`config.mk`:
```
export PLATFORM = sky130hd
export DESIGN_NAME = brbf_top
export DESIGN_NICKNAME = d
export VERILOG_FILES = /design/src/design/brbf_pkg.sv /design/src/design/brbf_top.sv
export SDC_FILE = /design/constraint.sdc
export NUM_CORES = 1
export LEC_CHECK = 0
export BUFFER_PORTS_ARGS = -buffer_cell sky130_fd_sc_hd__buf_2
export CAP_MARGIN = 20
export CORE_MARGIN = 5
export CORE_UTILIZATION = 51
export CTS_CLUSTER_SIZE = 30
export DETAILED_ROUTE_END_ITERATION = 12
export PLACE_DENSITY = 0.88
export REMOVE_ABC_BUFFERS = 1
export SYNTH_ARGS = -nofsm -noshare
export SYNTH_HDL_FRONTEND = slang
export SYNTH_SLANG_ARGS = --single-unit
```
`constraint.sdc`:
```
create_clock -name pclk -period 5.41 [get_ports pclk]
set_input_delay 1.3525 -clock pclk [delete_from_list [all_inputs] [get_ports pclk]]
set_output_delay 1.3525 -clock pclk [all_outputs]
set_load 0.05 [all_outputs]
```
`src/design/brbf_pkg.sv`:
```
// package for the bus receiver buffer flag block
// assumes one clock domain, pclk at 125 MHz, apb register access
package brbf_pkg;
  localparam int brbf_data_w = 12;
  localparam int brbf_addr_w = 6;
  localparam logic [brbf_addr_w-1:0] brbf_sel_code_def = 6'h30;
  // register byte addresses
  localparam logic [7:0] brbf_off_ctrl = 8'h00;
  localparam logic [7:0] brbf_off_stat = 8'h04;
  localparam logic [7:0] brbf_off_buf = 8'h08;
  localparam logic [7:0] brbf_off_ists = 8'h0c;
  localparam logic [7:0] brbf_off_imsk = 8'h10;
  // ctrl fields
  localparam int brbf_ctrl_pie = 0;
  // stat fields
  localparam int brbf_stat_flag = 0;
  localparam int brbf_stat_sel = 1;
  // event bits
  localparam int brbf_ev_w = 3;
  localparam int brbf_ev_set = 0;
  localparam int brbf_ev_load = 1;
  localparam int brbf_ev_skip = 2;
  localparam logic [31:0] brbf_ctrl_rst = 32'h0000_0001;
  typedef struct packed {
    logic [brbf_addr_w-1:0] sel;
    logic iop1;
    logic iop2;
    logic init;
    logic flag_set;
  } brbf_bus_in_t;
endpackage

```
`src/design/brbf_top.sv`:
```
// twelve-bit bus receiver with device selector, flag and buffer register
// assumes io pulses and peripheral set come from outside pclk domain
// io pulses must stay high for more than two pclk periods
//
// What this block does
// six address lines compared with selection code; match gives select level
// first io pulse while selected makes internal flag test pulse
// skip line pulled low through open drain when flag set during test
// address match acts as option select enabling buffer input gate
// second io pulse while selected clears flag and loads buffer
// flag sets on a rising edge at the peripheral set input
// flag and interrupt enable pull interrupt request line low
// current flag state shown on a dedicated output
// flag cleared by second io pulse or by initialize pulse
// bus data blocked from buffer while device not addressed
// buffer jam loaded all bits at once, stable until next load
// buffer register twelve bits wide, holds received bus word
// host holds selection code stable around each io pulse
// io pulses without address match change nothing
//
// The placing of the registers and the APB register port were decided locally.
`timescale 1ns/100ps
module brbf_top #(
  parameter int data_w = brbf_pkg::brbf_data_w,
  parameter logic [brbf_pkg::brbf_addr_w-1:0] sel_code =
    brbf_pkg::brbf_sel_code_def
) (
  input wire logic pclk,
  input wire logic presetn,
  input wire logic psel,
  input wire logic penable,
  input wire logic pwrite,
  input wire logic [7:0] paddr,
  input wire logic [31:0] pwdata,
  output logic [31:0] prdata,
  output logic pready,
  output logic pslverr,
  input wire logic [brbf_pkg::brbf_addr_w-1:0] memory_buffer_bus_lines,
  input wire logic first_io_pulse,
  input wire logic second_io_pulse,
  input wire logic init_pulse,
  input wire logic flag_set_in,
  input wire logic [data_w-1:0] accumulator_output_lines,
  output logic skip_o,
  output logic skip_oe,
  output logic pi_o,
  output logic pi_oe,
  output logic flag_out,
  output logic [data_w-1:0] buffer_out,
  output logic irq
);
  // two-stage synchronisers for pins, delayed copy for edges
  // the third stage only feeds the edge detectors
  brbf_pkg::brbf_bus_in_t s1_q;
  brbf_pkg::brbf_bus_in_t s2_q;
  brbf_pkg::brbf_bus_in_t s3_q;
  brbf_pkg::brbf_bus_in_t s1_d;
  brbf_pkg::brbf_bus_in_t s2_d;
  brbf_pkg::brbf_bus_in_t s3_d;
  logic [data_w-1:0] ac1_q;
  logic [data_w-1:0] ac2_q;
  logic [data_w-1:0] ac1_d;
  logic [data_w-1:0] ac2_d;

  always_comb begin
    s1_d.sel = memory_buffer_bus_lines;
    s1_d.iop1 = first_io_pulse;
    s1_d.iop2 = second_io_pulse;
    s1_d.init = init_pulse;
    s1_d.flag_set = flag_set_in;
    s2_d = s1_q;
    s3_d = s2_q;
  end

  always_ff @(posedge pclk or negedge presetn) begin
    if (!presetn) begin
      s1_q <= '0;
      s2_q <= '0;
      s3_q <= '0;
    end else begin
      s1_q <= s1_d;
      s2_q <= s2_d;
      s3_q <= s3_d;
    end
  end

  // data bits are not edge detected, two stages suffice
  // skew between bits settles well before the load edge
  always_comb begin
    ac1_d = accumulator_output_lines;
    ac2_d = ac1_q;
  end

  always_ff @(posedge pclk or negedge presetn) begin
    if (!presetn) begin
      ac1_q <= '0;
      ac2_q <= '0;
    end else begin
      ac1_q <= ac1_d;
      ac2_q <= ac2_d;
    end
  end

  function automatic logic rise(input logic now, input logic was);
    rise = now & ~was;
  endfunction

  // core state
  logic match;
  logic flag_test_pulse;
  logic buffer_load_pulse;
  logic set_edge;
  logic flag_q;
  logic flag_d;
  logic [data_w-1:0] buf_q;
  logic [data_w-1:0] buf_d;
  logic [data_w-1:0] gated_data;
  logic test_edge;
  logic load_edge;
  logic init_edge;
  logic skip_q;
  logic skip_d;
  logic pi_q;
  logic pi_d;

  // register file and apb response
  logic [31:0] ctrl_q;
  logic [31:0] ctrl_d;
  logic [brbf_pkg::brbf_ev_w-1:0] ists_q;
  logic [brbf_pkg::brbf_ev_w-1:0] ists_d;
  logic [brbf_pkg::brbf_ev_w-1:0] imsk_q;
  logic [brbf_pkg::brbf_ev_w-1:0] imsk_d;
  logic irq_q;
  logic irq_d;
  logic [31:0] rdata_q;
  logic [31:0] rdata_d;
  logic ready_q;
  logic ready_d;
  logic err_q;
  logic err_d;
  logic [brbf_pkg::brbf_ev_w-1:0] ev;
  logic wr_acc;
  logic rd_setup;
  logic mapped;
  logic [brbf_pkg::brbf_ev_w-1:0] w1c;

  always_comb begin
    match = (s2_q.sel == sel_code);
    test_edge = rise(s2_q.iop1, s3_q.iop1);
    load_edge = rise(s2_q.iop2, s3_q.iop2);
    init_edge = rise(s2_q.init, s3_q.init);
    // io pulses only act with a match, else ignored; init clears the flag without one
    flag_test_pulse = match & test_edge;
    buffer_load_pulse = match & load_edge;
    set_edge = rise(s2_q.flag_set, s3_q.flag_set);
    // option select gates bus data into buffer
    gated_data = match ? ac2_q : '0;
    // set wins over a same-cycle clear so no peripheral edge is lost
    flag_d = flag_q;
    if (buffer_load_pulse || init_edge) begin
      flag_d = 1'b0;
    end
    if (set_edge) begin
      flag_d = 1'b1;
    end
    buf_d = buf_q;
    if (buffer_load_pulse) begin
      buf_d = gated_data;
    end
  end

  always_ff @(posedge pclk or negedge presetn) begin
    if (!presetn) begin
      flag_q <= 1'b0;
      buf_q <= '0;
    end else begin
      flag_q <= flag_d;
      buf_q <= buf_d;
    end
  end

  // skip lasts one pclk, far shorter than a bus io pulse
  // pi follows flag_d so the line moves with flag_out
  always_comb begin
    skip_d = flag_test_pulse & flag_q;
    pi_d = flag_d & ctrl_q[brbf_pkg::brbf_ctrl_pie];
  end

  always_ff @(posedge pclk or negedge presetn) begin
    if (!presetn) begin
      skip_q <= 1'b0;
      pi_q <= 1'b0;
    end else begin
      skip_q <= skip_d;
      pi_q <= pi_d;
    end
  end

  // apb slave, one wait-free access phase
  always_comb begin
    // events raised this cycle for the interrupt status register
    ev = '0;
    ev[brbf_pkg::brbf_ev_set] = set_edge;
    ev[brbf_pkg::brbf_ev_load] = buffer_load_pulse;
    ev[brbf_pkg::brbf_ev_skip] = skip_d;
    wr_acc = psel & penable & pwrite;
    rd_setup = psel & ~penable & ~pwrite;
    mapped = (paddr == brbf_pkg::brbf_off_ctrl) ||
      (paddr == brbf_pkg::brbf_off_stat) ||
      (paddr == brbf_pkg::brbf_off_buf) ||
      (paddr == brbf_pkg::brbf_off_ists) ||
      (paddr == brbf_pkg::brbf_off_imsk);
    ctrl_d = ctrl_q;
    imsk_d = imsk_q;
    w1c = '0;
    if (wr_acc) begin
      case (paddr)
        brbf_pkg::brbf_off_ctrl: begin
          ctrl_d = {31'h0000_0000, pwdata[brbf_pkg::brbf_ctrl_pie]};
        end
        brbf_pkg::brbf_off_ists: begin
          w1c = pwdata[brbf_pkg::brbf_ev_w-1:0];
        end
        brbf_pkg::brbf_off_imsk: begin
          imsk_d = pwdata[brbf_pkg::brbf_ev_w-1:0];
        end
        default: begin
          ctrl_d = ctrl_q;
        end
      endcase
    end
    // hardware set beats software clear
    ists_d = (ists_q & ~w1c) | ev;
    irq_d = |(ists_d & imsk_d);
  end

  // read data captured at setup, held through the access phase
  always_comb begin
    rdata_d = rdata_q;
    if (rd_setup) begin
      case (paddr)
        brbf_pkg::brbf_off_ctrl: begin
          rdata_d = ctrl_q;
        end
        brbf_pkg::brbf_off_stat: begin
          rdata_d = '0;
          rdata_d[brbf_pkg::brbf_stat_flag] = flag_q;
          rdata_d[brbf_pkg::brbf_stat_sel] = match;
        end
        brbf_pkg::brbf_off_buf: begin
          rdata_d = {{(32-data_w){1'b0}}, buf_q};
        end
        brbf_pkg::brbf_off_ists: begin
          rdata_d = {{(32-brbf_pkg::brbf_ev_w){1'b0}}, ists_q};
        end
        brbf_pkg::brbf_off_imsk: begin
          rdata_d = {{(32-brbf_pkg::brbf_ev_w){1'b0}}, imsk_q};
        end
        default: begin
          rdata_d = '0;
        end
      endcase
    end
    // no wait states: answer in the first access cycle
    ready_d = psel & ~penable;
    err_d = psel & ~penable & ~mapped;
  end

  always_ff @(posedge pclk or negedge presetn) begin
    if (!presetn) begin
      ctrl_q <= brbf_pkg::brbf_ctrl_rst;
      ists_q <= '0;
      imsk_q <= '0;
      irq_q <= 1'b0;
    end else begin
      ctrl_q <= ctrl_d;
      ists_q <= ists_d;
      imsk_q <= imsk_d;
      irq_q <= irq_d;
    end
  end

  always_ff @(posedge pclk or negedge presetn) begin
    if (!presetn) begin
      rdata_q <= '0;
      ready_q <= 1'b0;
      err_q <= 1'b0;
    end else begin
      rdata_q <= rdata_d;
      ready_q <= ready_d;
      err_q <= err_d;
    end
  end

  // open drain: enable high means pulling the line low
  assign skip_o = 1'b0;
  assign pi_o = 1'b0;
  assign skip_oe = skip_q;
  assign pi_oe = pi_q;
  assign flag_out = flag_q;
  assign buffer_out = buf_q;
  assign irq = irq_q;
  assign prdata = rdata_q;
  assign pready = ready_q;
  assign pslverr = err_q;
endmodule

```
# Word-level counts from Yosys, hierarchy flattened
# Index checks and enable logic that the tools add are counted.
# classes
n_eq_ne	5
mux	8
n_bitwise	24
reduce_logical	8
# ops
op	n
$pmux 12 s5	1
$eq 8x4->1 const B	2
$and 1x1->1	13
$mux 12	1
$mux 3	4
$eq 8x3->1 const B	1
$eq 8x5->1 const B	1
$logic_not 8->1	1
$not 1->1	7
$and 3x3->3	2
$eq 6x6->1 const B	1
$logic_or 1x1->1	5
$not 3->3	1
$or 3x3->3	1
$reduce_or 3->1	1
$mux 1	2
$reduce_and 2->1	1
# word_totals
reg_bits	105
inputBits	67
output_inout_bits	52
wordCells	72

# Longest topological paths before layout
# depth
depth_word	8
depth_mapped	6
depth_no_buf	4

# Least setup slack after synthesis
# Ideal clock, no wire load.
# synth_timing
kind	in2reg
from	in paddr[2]
to	reg irq_q, in the netlist irq
setup_ns	0.133
t_arrival_ns	2.420
required_ns	5.277
path_slack_ns	2.856
cell_stages	5
cell_sequence	buf_2 nor3b_1 nand3_1 mux2i_1 o221ai_2
# synth_between
elab_chain_len	8
elab_cells_between_ends	11
# synth_rtl
element	line	rtl
start: declaration	brbf_top.sv:33	input wire logic [7:0] paddr,
$eq 8x4->1	brbf_top.sv:217	case (paddr)
$mux 3	brbf_top.sv:217	
$mux 3	brbf_top.sv:216	if (wr_acc) begin
$not 3->3	brbf_top.sv:233	ists_d = (ists_q & ~w1c) | ev;
$and 3x3->3	brbf_top.sv:233	
$or 3x3->3	brbf_top.sv:233	
$and 3x3->3 *	brbf_top.sv:234	irq_d = |(ists_d & imsk_d);
$reduce_or 3->1 *	brbf_top.sv:234	
via irq_d	brbf_top.sv:134	logic irq_d;
end signal: assignment	brbf_top.sv:279	irq_q <= irq_d;
end: declaration	brbf_top.sv:133	logic irq_q;
# The timed path passes the listed nets; every way through them passes the cells marked *.
# A chain may end at the register's enable or synchronous reset.

# Worst setup path in the final report
# layout_timing
from	in paddr[0]
to	reg irq_q, in the netlist irq
# The elaborated chain is that of the path after synthesis.

==> qor.csv <==
stage;metric;value;unit
pwr;switching_share;0.242;
timing;finalCriticalPeriod;2.89;ns
final_layout;final_util;0.619;
timing;slew_headroom;0.281;
timing;setup_violations;0;
pwr;p_clk_frac;0.395;
logic_synthesis;synth_edf_count;0;
clocking;cts_resized;0;
drt;antenna_left;0;
setup_path;cp_max_fo;7;
setup_path;crit_type;in2reg;
flow_run;drv_cap;0;
pwr;p_int;1.02;mW
placement;place.gp.congestion;0.817;
final_layout;final_cells;352;
grt;antenna_found_initial;0;
grt;grt_max_degree;86;
logic_synthesis;yosys_warnings;0;
timing;setup_tns;0;ns
timing;layout_worst_path_cycle_share;0.535;
logic_synthesis;yosys.area.top_type;dfrtp_1;
timing;worst_hold_slack;0.345;ns
timing;rsz0062_at_grt;no;
hold_path;hold_end;ac2_q[9]$_DFF_PN0_;
logic_synthesis;synthesis.area;0.00301;sq mm
grt;grtUsageTotal;0.148;
placement;dp.cells;335;
timing;setup_ws;2.52;ns
clocking;clock_path_buffers;2;
grt;grt_pass1_vias;1757;
setup_path;r2r_end;buffer_out[4]$_DFFE_PN0P_;
timing;final_max_slew_viol_count;0;
clocking;cts_tree;done;
status;status;completed;
placement;port_buffers;67;
drt;vias;1685;
die;fp.dieH;86.8;um
pwr;seqPwrFrac;0.505;
die;dieArea;0.00753;sq mm
clocking;worstSkewPairLatency;0.33;ns
clocking;cts.sinks;85;
setup_path;critPathRequiredTime;5.61;ns
logic_synthesis;ys_ff_latch;85;
pwr;p_comb_frac;0.100;
setup_path;r2r_slack;3.17;ns
placement;place_ws;2.23;ns
logic_synthesis;yosys.area.top_type_share;0.699;
final_layout;syn2layout_area_growth;19.7;%
timing;clock_skew;0.00944;ns
logic_synthesis;ys_seq_area_frac;0.708;
timing;tightest_slew;1.06;ns
setup_path;regToRegStartpoint;s2_q[5]$_DFF_PN0_;
logic_synthesis;ys_types;42;
die;row_count;28;
logic_synthesis;ys.flop_type;dfrtp_1;
hold_path;min-delay-start;ac1_q[9]$_DFF_PN0_;
drt;first_pass_iters;5;
grt;grt_pass1_wl;8.43;mm
grt;overflow;0;
die;coreArea;0.00582;sq mm
logic_synthesis;syn_area_per_cell;15.1;sq um
drt;routed_wl;4.97;mm
clocking;numCtsBuffers;9;
setup_path;r2r_cells;3;
pwr;p_sw;0.324;mW
placement;dp_hpwl;3.51;mm
clocking;clk_pin_slew_worst_paths;0.08;ns
clocking;cts_hold_buf;0;
drt;drc_errors;0;
drt;drt-initial-drc-count;50;
logic_synthesis;syn_inst;199;
setup_path;crit_path_end_kind;register;
clocking;postCtsSetupRepairBufs;0;
die;initial_core_util;0.517;
setup_path;crit_slowest_cell;nor4bb_1;
drt;viasPerCell;4.79;
pwr;peakVddDrop;0.238;mV
die;die_w;86.8;um
setup_path;path_delay_family;simple AND/OR/NAND/NOR gates;
clocking;htreeDepth;3;
timing;clock.fmax;346;MHz
setup_path;crit_path_max_incr_delay;0.90;ns
setup_path;cp.buffers_inverters;1;
final_layout;nets;339;
setup_path;worstPathArrival;3.10;ns
die;io_pins;119;
logic_synthesis;ys_async_sr_fraction;1.00;
timing;finalHoldViolations;0;
clocking;root_buffer;clkbuf_8;
pwr;leakagePower;1.83;nW
hold_path;hp-class;reg2reg;
drt;avgRoutedWirePerCell;14.1;um
setup_path;path_depth;5;
setup_path;start_kind;input pin;
pwr;power_density;372;mW/mm^2
setup_path;critical_path.cell_chain;buf_2 -> nor4bb_1 -> nand3_1 -> mux2i_1 -> o221ai_2;
logic_synthesis;synth.area.top_cells;dfrtp_1 70%, buf_4 5.5%, mux2_2 4.9%;
final_layout;antennaDiodeCount;0;
final_layout;drive_gt1_frac;0.386;
hold_path;min_path_cells;0;
## worst reg2reg max path: stages (launching register included)
cell and delay (ns):
dfrtp_1 0.36, or4_4 0.57, nor4_4 0.76, mux2_2 0.42
## worst max path at each step
stage                  start             to
finish              paddr[0]  irq$_DFF_PN0_
global route        paddr[0]  irq$_DFF_PN0_
CTS                 paddr[0]  irq$_DFF_PN0_
detailed placement  paddr[0]  irq$_DFF_PN0_
global placement    paddr[0]  irq$_DFF_PN0_
floorplan               psel  irq$_DFF_PN0_
## per-layer routing
layer / vias to the layer above / GRT usage / part of all wire
met2: 54 / 0.236 / 0.50
met1: 840 / 0.192 / 0.42
met3: 5 / 0.0342 / 0.062
li1: 786 / - / -
met5: - / 0 / 0
met4: 0 / 0.0680 / 0.013
## cells in the mapped netlist, drive strengths merged (4+ instances only)
cell and n:
inv 9, dfrtp 84, buf 24, nand2 6, nor2 4, a22o 10
mux2 13
## flip-flops by register name (all words and copies together) (netlist names), 3 cells and up
register    count
ists_q          3
s1_q           10
imsk_q          3
ac1_q          12
s2_q           10
ac2_q          12
s3_q            4
buffer_out     12
prdata         12
## cells in the final DEF, fill, tap and decap left out, types with 4 or more instances in the layout
cell type / synthesis / layout
a22o_1: 10 / 10
nand2_1: 6 / 6
inv_1: 9 / 9
buf_2: 1 / 66
dfrtp_1: 84 / 84
mux2_2: 13 / 13
nor2_1: 4 / 4
conb_1: 1 / 22
clkbuf_8: 0 / 10
## power by group through the flow
stage / Combinational (mW) / Sequential (mW) / Clock, mW
after global placement: 0.130 / 0.688 / 0
after floorplan: 0.0550 / 0.720 / 0
final: 0.134 / 0.677 / 0.530
after detailed placement: 0.132 / 0.690 / 0
after global routing: 0.144 / 0.681 / 0.572
after CTS: 0.133 / 0.677 / 0.542
## cells by family (layout without fill, tap and decap cells)
| family | after synthesis | count (layout) | synth area share |
|---|---|---|---|
| mux | 17 | 17 | 0.0661 |
| flops | 85 | 85 | 0.708 |
| buf+inv | 36 | 93 | 0.0753 |
| simple gates | 34 | 34 | 0.0786 |
| compound gates | 26 | 26 | 0.0711 |
| other cells | 1 | 22 | 0.00125 |
## per-stage QoR
stage                     power, mW  instance area (sq um)
after detailed placement      0.822                   3330
after global placement        0.818                   3330
final                          1.34                   3600
after global routing           1.40                   3600
after floorplan               0.775                   2890
after CTS                      1.35                   3570
## final cells by class
cell class,instances,area (sq um)
inverter,9,33.8
sequential,85,2130
multi-input combinational,99,732
tap,75,93.8
clock inverter,5,106
timing repair buffer,68,365
clock buffer,11,141
fill,471,2210
No activity file was read; power rests on OpenSTA's default activity.
